## config.mk

```make
export PLATFORM = sky130hd
export DESIGN_NAME = gps_gpio_port
export DESIGN_NICKNAME = d
export VERILOG_FILES = /design/src/gps_pkg.sv /design/src/gps_pad_if.sv /design/src/gps_port_pad.sv /design/src/gps_gpio_port.sv
export SDC_FILE = /design/constraint.sdc
export NUM_CORES = 1
export LEC_CHECK = 0
export BUFFER_PORTS_ARGS = -buffer_cell sky130_fd_sc_hd__buf_2
export CORE_ASPECT_RATIO = 0.6
export CORE_MARGIN = 2
export CORE_UTILIZATION = 31
export CTS_BUF_LIST = sky130_fd_sc_hd__clkbuf_2 sky130_fd_sc_hd__clkbuf_4 sky130_fd_sc_hd__clkbuf_8
export DETAILED_ROUTE_END_ITERATION = 6
export PLACE_DENSITY = 0.65
export SYNTH_ARGS = -nofsm -noshare
export SYNTH_HDL_FRONTEND = slang
export SYNTH_SLANG_ARGS = --single-unit
```

## constraint.sdc

```tcl
create_clock -name sys_clk -period 2.3 [get_ports sys_clk]
set_input_delay 0 -clock sys_clk [delete_from_list [all_inputs] [get_ports sys_clk]]
set_output_delay 0 -clock sys_clk [all_outputs]
set_load 0.02 [all_outputs]
```

## src/gps_pkg.sv

```systemverilog
// Constants shared by the port logic: offsets, fields, reset values and pin roles
package gps_pkg;
  localparam int PA_W = 8;
  localparam int PB_W = 2;
  localparam int ADDR_W = 6;
  // Register byte offsets
  localparam logic [5:0] OFF_PA_DATA = 6'h00;
  localparam logic [5:0] OFF_PA_DIR = 6'h04;
  localparam logic [5:0] OFF_PA_PULL = 6'h08;
  localparam logic [5:0] OFF_PA_WAKE = 6'h0c;
  localparam logic [5:0] OFF_PB_DATA = 6'h10;
  localparam logic [5:0] OFF_PB_DIR = 6'h14;
  localparam logic [5:0] OFF_PB_PULL = 6'h18;
  localparam logic [5:0] OFF_FN_CTRL = 6'h1c;
  localparam logic [5:0] OFF_ANA_SEL = 6'h20;
  localparam logic [5:0] OFF_BIT_OP = 6'h24;
  localparam logic [5:0] OFF_STATUS = 6'h28;
  // Reset values
  localparam logic [7:0] RST_PA_LATCH = 8'hff;
  localparam logic [7:0] RST_PA_DIR = 8'hff;
  localparam logic [7:0] RST_PA_PULL = 8'h00;
  localparam logic [7:0] RST_PA_WAKE = 8'h00;
  localparam logic [1:0] RST_PB_LATCH = 2'h3;
  localparam logic [1:0] RST_PB_DIR = 2'h3;
  localparam logic [1:0] RST_PB_PULL = 2'h0;
  localparam logic [1:0] RST_FN_CTRL = 2'h0;
  localparam logic [1:0] RST_ANA_SEL = 2'h0;
  // Pull-up positions that exist on port A (pin 7 has none)
  localparam logic [7:0] PA_PULL_MASK = 8'h7f;
  // Output function control fields
  localparam int FN_DIV_BIT = 0;
  localparam int FN_PWM_BIT = 1;
  // Bit operation fields
  localparam int BOP_IDX_LSB = 0;
  localparam int BOP_PORTB_BIT = 3;
  localparam int BOP_DIR_BIT = 4;
  localparam int BOP_VAL_BIT = 5;
  // Status fields
  localparam int ST_WAKE_BIT = 0;
  // Shared pin positions on port A
  localparam int PIN_DIV = 1;
  localparam int PIN_PWM = 2;
  localparam int PIN_INT = 3;
  localparam int PIN_TMR0 = 4;
  localparam int PIN_TMR1 = 5;
endpackage : gps_pkg

```

## src/gps_pad_if.sv

```systemverilog
// Interface between the register logic and the pad cells of one port
interface gps_pad_if #(parameter int W = 8);
  logic [W-1:0] dir;
  logic [W-1:0] latch;
  logic [W-1:0] altEn;
  logic [W-1:0] altVal;
  logic [W-1:0] pullEn;
  logic [W-1:0] anaSel;
  logic [W-1:0] pinIn;
  logic [W-1:0] readVal;
  logic [W-1:0] pinOut;
  logic [W-1:0] pinOe;
  logic [W-1:0] pullOn;
  modport ctrl (output dir, latch, altEn, altVal, pullEn, anaSel, pinIn,
                input readVal, pinOut, pinOe, pullOn);
  modport pad (input dir, latch, altEn, altVal, pullEn, anaSel, pinIn,
               output readVal, pinOut, pinOe, pullOn);
endinterface : gps_pad_if

```

## src/gps_port_pad.sv

```systemverilog
// Pad cells of one port: drive, read-back and pull-up per pin
module gps_port_pad #(
  parameter int W = 8
) (
  gps_pad_if.pad p
);
  if (W < 1 || W > 8)
  begin : g_chk
    $error("gps_port_pad: width must be 1 to 8");
  end
  for (genvar i = 0; i < W; i++)
  begin : g_pin
    // Direction 1 is input, 0 is push-pull output
    assign p.pinOe[i] = ~p.dir[i];
    assign p.pinOut[i] = p.altEn[i] ? p.altVal[i] : p.latch[i];
    // Input reads the pin, output reads the latch
    assign p.readVal[i] = p.dir[i] ? p.pinIn[i] : p.latch[i];
    // Pull-up only on inputs, never on analog pins
    assign p.pullOn[i] = p.pullEn[i] & p.dir[i] & ~p.anaSel[i];
  end
endmodule : gps_port_pad

```

## src/gps_gpio_port.sv

```systemverilog
// Two-port general-purpose I/O block with pin sharing and Avalon-MM registers
//
// The implementer's own choices: the Avalon-MM register port and the register offsets.
module gps_gpio_port
  import gps_pkg::*;
(
  input wire logic sys_clk,
  input wire logic nrst,
  input wire logic [ADDR_W-1:0] avs_address,
  input wire logic avs_read,
  input wire logic avs_write,
  input wire logic [31:0] avs_writedata,
  input wire logic [3:0] avs_byteenable,
  output logic [31:0] avs_readdata,
  output logic avs_waitrequest,
  input wire logic [PA_W-1:0] paIn,
  output logic [PA_W-1:0] paOut,
  output logic [PA_W-1:0] paOe,
  output logic [PA_W-1:0] paPullup,
  input wire logic [PB_W-1:0] pbIn,
  output logic [PB_W-1:0] pbOut,
  output logic [PB_W-1:0] pbOe,
  output logic [PB_W-1:0] pbPullup,
  input wire logic freqDividerIn,
  input wire logic pwmIn,
  output logic [PB_W-1:0] analogPinSelect,
  output logic extIntIn,
  output logic timer0EventPin,
  output logic timer1EventPin,
  input wire logic sleepMode,
  output logic wakeReq
);

  gps_pad_if #(.W(PA_W)) padA ();
  gps_pad_if #(.W(PB_W)) padB ();

  logic [7:0] latchA;
  logic [7:0] dirA;
  logic [7:0] pullA;
  logic [7:0] wakeEnA;
  logic [1:0] latchB;
  logic [1:0] dirB;
  logic [1:0] pullB;
  logic [1:0] fnCtrl;
  logic [1:0] anaSel;
  logic wakeFlag;
  logic ack;
  logic [7:0] prevA;
  logic [7:0] next_latchA;
  logic [7:0] next_dirA;
  logic [7:0] next_pullA;
  logic [7:0] next_wakeEnA;
  logic [1:0] next_latchB;
  logic [1:0] next_dirB;
  logic [1:0] next_pullB;
  logic [1:0] next_fnCtrl;
  logic [1:0] next_anaSel;
  logic next_wakeFlag;
  logic next_ack;
  logic [31:0] next_readdata;
  logic [7:0] rdByte;
  logic [7:0] rmwA;
  logic [1:0] rmwB;
  logic [7:0] fallA;
  logic req;
  logic wrTake;
  logic [7:0] wd;

  // Pad cells
  gps_port_pad #(.W(PA_W)) u_padA (.p(padA.pad));
  gps_port_pad #(.W(PB_W)) u_padB (.p(padB.pad));

  always_comb
  begin
    padA.dir = dirA;
    padA.latch = latchA;
    padA.altEn = '0;
    padA.altEn[PIN_DIV] = fnCtrl[FN_DIV_BIT];
    padA.altEn[PIN_PWM] = fnCtrl[FN_PWM_BIT];
    padA.altVal = '0;
    padA.altVal[PIN_DIV] = freqDividerIn;
    padA.altVal[PIN_PWM] = pwmIn;
    padA.pullEn = pullA;
    padA.anaSel = '0;
    padA.pinIn = paIn;
    padB.dir = dirB;
    padB.latch = latchB;
    padB.altEn = '0;
    padB.altVal = '0;
    padB.pullEn = pullB;
    padB.anaSel = anaSel;
    padB.pinIn = pbIn;
  end

  assign paOut = padA.pinOut;
  assign paOe = padA.pinOe;
  assign paPullup = padA.pullOn;
  assign pbOut = padB.pinOut;
  assign pbOe = padB.pinOe;
  assign pbPullup = padB.pullOn;
  assign analogPinSelect = anaSel;

  // Shared inputs seen by interrupt and timers; port read unaffected
  assign extIntIn = paIn[PIN_INT];
  assign timer0EventPin = paIn[PIN_TMR0];
  assign timer1EventPin = paIn[PIN_TMR1];

  // Falling edges on wake-enabled pins while asleep
  assign fallA = prevA & ~paIn & wakeEnA;
  assign wakeReq = sleepMode & (|fallA);

  // Bus handshake: one wait cycle, then the answer
  assign req = avs_read | avs_write;
  assign avs_waitrequest = req & ~ack;
  assign wrTake = avs_write & ack & avs_byteenable[0];
  assign wd = avs_writedata[7:0];

  always_comb
  begin
    unique case (avs_address)
      OFF_PA_DATA: rdByte = padA.readVal;
      OFF_PA_DIR: rdByte = dirA;
      OFF_PA_PULL: rdByte = pullA & PA_PULL_MASK;
      OFF_PA_WAKE: rdByte = wakeEnA;
      OFF_PB_DATA: rdByte = {6'h00, padB.readVal};
      OFF_PB_DIR: rdByte = {6'h00, dirB};
      OFF_PB_PULL: rdByte = {6'h00, pullB};
      OFF_FN_CTRL: rdByte = {6'h00, fnCtrl};
      OFF_ANA_SEL: rdByte = {6'h00, anaSel};
      OFF_STATUS: rdByte = {7'h00, wakeFlag};
      default: rdByte = 8'h00;
    endcase
  end

  // Read-modify-write images of the whole port
  always_comb
  begin
    rmwA = wd[BOP_DIR_BIT] ? dirA : padA.readVal;
    rmwA[wd[BOP_IDX_LSB +: 3]] = wd[BOP_VAL_BIT];
    rmwB = wd[BOP_DIR_BIT] ? dirB : padB.readVal;
    if (wd[BOP_IDX_LSB + 1 +: 2] == 2'h0)
    begin
      rmwB[wd[BOP_IDX_LSB]] = wd[BOP_VAL_BIT];
    end
  end

  always_comb
  begin
    next_latchA = latchA;
    next_dirA = dirA;
    next_pullA = pullA;
    next_wakeEnA = wakeEnA;
    next_latchB = latchB;
    next_dirB = dirB;
    next_pullB = pullB;
    next_fnCtrl = fnCtrl;
    next_anaSel = anaSel;
    next_ack = req & ~ack;
    next_readdata = avs_readdata;
    if (avs_read && !ack)
    begin
      next_readdata = {24'h000000, rdByte};
    end
    if (wrTake)
    begin
      unique case (avs_address)
        OFF_PA_DATA: next_latchA = wd;
        OFF_PA_DIR: next_dirA = wd;
        OFF_PA_PULL: next_pullA = wd & PA_PULL_MASK;
        OFF_PA_WAKE: next_wakeEnA = wd;
        OFF_PB_DATA: next_latchB = wd[1:0];
        OFF_PB_DIR: next_dirB = wd[1:0];
        OFF_PB_PULL: next_pullB = wd[1:0];
        OFF_FN_CTRL: next_fnCtrl = wd[1:0];
        OFF_ANA_SEL: next_anaSel = wd[1:0];
        OFF_BIT_OP:
        begin
          if (wd[BOP_PORTB_BIT])
          begin
            if (wd[BOP_DIR_BIT])
            begin
              next_dirB = rmwB;
            end
            else
            begin
              next_latchB = rmwB;
            end
          end
          else if (wd[BOP_DIR_BIT])
          begin
            next_dirA = rmwA;
          end
          else
          begin
            next_latchA = rmwA;
          end
        end
        default: next_ack = next_ack;
      endcase
    end
    // Sticky wake flag, a new event beats the clear
    next_wakeFlag = wakeFlag;
    if (wrTake && avs_address == OFF_STATUS && wd[ST_WAKE_BIT])
    begin
      next_wakeFlag = 1'b0;
    end
    if (wakeReq)
    begin
      next_wakeFlag = 1'b1;
    end
  end

  always_ff @(posedge sys_clk or negedge nrst)
  begin
    if (!nrst)
    begin
      latchA <= RST_PA_LATCH;
      dirA <= RST_PA_DIR;
      pullA <= RST_PA_PULL;
      wakeEnA <= RST_PA_WAKE;
      latchB <= RST_PB_LATCH;
      dirB <= RST_PB_DIR;
      pullB <= RST_PB_PULL;
      fnCtrl <= RST_FN_CTRL;
      anaSel <= RST_ANA_SEL;
      wakeFlag <= 1'b0;
      ack <= 1'b0;
      avs_readdata <= 32'h00000000;
      prevA <= RST_PA_LATCH;
    end
    else
    begin
      latchA <= next_latchA;
      dirA <= next_dirA;
      pullA <= next_pullA;
      wakeEnA <= next_wakeEnA;
      latchB <= next_latchB;
      dirB <= next_dirB;
      pullB <= next_pullB;
      fnCtrl <= next_fnCtrl;
      anaSel <= next_anaSel;
      wakeFlag <= next_wakeFlag;
      ack <= next_ack;
      avs_readdata <= next_readdata;
      prevA <= paIn;
    end
  end
endmodule : gps_gpio_port

```

==> impl_results.md <==
- Unrepaired setup endpoints after global routing: false
- Post-synth cell types: 60
- Setup TNS: 0 ns
- Wirelength per Cell: approximately 18 microns
- Yosys top cell area share: 0.210
- Die height: about 89 microns
- Worst clock skew: roughly 0.0095 ns
- Met2 routed WL: 4210 microns
- EDFF count, synth: 0
- HP Class: input port to flop
- Lkg Pwr: 1.99 nW
- Number of DRC markers in iteration 0: 222
- Crit path from: dirA[2]
- Status: finished clean
- Largest net degree at the start of global routing: 60
- Footprint of the multi-input gates: approximately 1900 sq um
- CTS tree: built
- Length of routed met3 wiring: 1130 microns
- Fillers: 1159
- Setup repair bufs after CTS: 0
- Port Buffers: 75
- GRT Total Usage: 0.173
- Worst path required time: 2.51 ns
- Slew @ Worst Pin: 0.789 ns
- Dominant synthesized flop cell: dfrtp_1
- Num rows: 30
- Via/cell ratio: 4.99
- Synth cell count leaders: mux2_2, buf_4, nand2_1
- I/O pins: about 130
- Reg area: 1510 sq um
- Routability cong.: 0.846
- Worst vdd ir: 0.332 mV
- Vias in the first global route: 2889
- Setup violations, final: 0
- Cell Pwr Density: 629 nW/um^2
- P&R area growth vs syn: 20.1%
- Share of layout cells above drive strength 1: 0.401
- Global route overflow: 0
- Hold path depth: 2
- Final min period: 1.74 ns
- CP Max Fanout: 5
- Die area: 12900 sq um
- Slowest-stage cell, CP: dfstp_2
- Max_cap viols: 0
- Final worst-path cycle share: 0.758
- Worst Setup Path Type: flop to flop
- DR top layer: met4
- DRC violations left: 0
- CTS Buf Count: 9
- Syn Area/Cell: roughly 10 sq um
- Die X: 145 microns
- Crit end category: flop
- Seq cells post-synth: 59
- Syn. warnings: 0
- Sequential area share after synthesis: 0.408
- Final wirelength: ~11000 microns
- CTS root buf: clkbuf_8
- Detailed-route via count: 3054
- Core area: 11500 sq um
- Final HPWL DP: 7960 microns
- Clk sinks: 59
- Hold worst-path end: wakeEnA[3]
- Crit path DAT: 1.95 ns
- Pins Over Slew Limit: 0
- Worst r2r src: dirA[2]
- Worst-Skew Late Latency: ~0.35 ns
- R2r endpoint: avs_readdata[2]
- Starting density of the core: 0.322
- Fin. Hold Viols: 0
- Reg2reg path depth: 4
- Max incr delay on CP: 0.57 ns
- Slew headroom: 0.474
- Startpoint Class: flop
- Nets: about 500
- Placement Cell Area: around 4000 sq um
- Initial antenna violation count: 1
- Async set-or-reset flop fraction in the synthesized netlist: 1.00
- H-tree depth: 3
- Reg clk slew, reported paths: 0.06 ns
- Cell Area, Synth: ~3700 sq um
- Post-DRT Antenna Nets: 0
- Largest area contributor in the netlist: dfrtp_1
- Post-CTS Hold Buffers: 13
- Synth top area cells: dfrtp_1, dfstp_2, mux2_2
- Min-delay src: avs_writedata[3]
- Design area: 4440 sq um
- Max Clock Freq: between 500 and 600 MHz
- Reg2reg setup slack: 0.56 ns
- Crit path cell chain: inv_1, or3_1, a31oi_1, o21ai_0
- Pre-antenna DRT Iters: 5
- Clk buf depth: 2
- CTS resizes: 0
- Post-synthesis instance total: between 300 and 400
- Top-count cell post-synth: mux2_2
- First-pass GRT wire length: about 16000 microns
- Met1 WL: approximately 5400 microns
## how the worst max path moves through the flow
stage	to	cells past startpoint	slack, ns
floorplan	padA.pullEn[3]	5	0.68
global placement	latchB[1]	5	0.53
detailed placement	latchB[1]	5	0.51
CTS	padA.pullEn[3]	5	0.62
global route	avs_readdata[2]	4	0.49
finish	avs_readdata[2]	4	0.56
## through the flow
step                      utilization  power [mW]  instances  setup WS (ns)  hold WS [ns]
after global placement          0.354        1.59        582          0.526         0.127
after global routing            0.387        2.93        611          0.488        0.0104
final                           0.387        2.80        612          0.557        0.0413
after detailed placement        0.354        1.60        582          0.514         0.132
after floorplan                     -        1.48        393          0.677        -0.296
after CTS                       0.387        2.83        611          0.618      0.000500
## layout make-up
type / instances / area share
multi-input cells: 262 / 0.418
flip-flops and latches: 59 / 0.340
repair buffers: 95 / 0.126
well taps: 160 / 0.0450
clock buffers: 11 / 0.0327
clock inverters: 5 / 0.0225
inverters: 19 / 0.0160
diodes: 1 / 0.000563
## report_power, final
group,switching [mW],internal [mW]
sequential,0.0489,1.12
clock,0.433,0.758
combinational,0.283,0.157
## kinds of logic (layout without fill, tap and decap cells)
family | count (synthesis) | after routing | share of synthesized area
AOI/OAI and AO/OA | 84 | 84 | 0.154
buffers and inverters | 72 | 130 | 0.115
and+or+nand+nor | 104 | 104 | 0.176
other | 1 | 26 | 0.00101
DFF | 59 | 59 | 0.408
muxes | 49 | 49 | 0.146
## layout by cell type (no fill, tap or decap), types with 8 or more instances in the layout
cell	n
inv_1	19
a21oi_1	10
dlygate4sd3_1	13
clkbuf_8	10
dfstp_2	28
buf_2	75
nand2_1	32
mux2_2	36
dfrtp_1	31
o21ai_0	27
nor2b_1	11
conb_1	25
mux2i_1	8
## critical path, delay by kind of cell (launching register included)
kind / cells / cell delay (ns)
AO/OA/AOI/OAI: 2 / 0.65
flip-flops: 1 / 0.57
AND/OR/NAND/NOR: 1 / 0.30
buffers and inverters: 1 / 0.08
## metal layers
metal | vias up | GRT usage
met5 | - | 0
met3 | 11 | 0.0706
met1 | 1485 | 0.251
met2 | 136 | 0.235
li1 | 1422 | -
met4 | 0 | 0.0446
## registers in the layout, indices dropped and copies added (netlist names)
name / flops
avs_readdata: 8
dirA: 8
latchA: 8
prevA: 8
wakeEnA: 8
padA.pullEn: 7
analogPinSelect: 2
dirB: 2
fnCtrl: 2
latchB: 2
padB.pullEn: 2
ack: 1
wakeFlag: 1
Power figures use the tool's default switching activity.
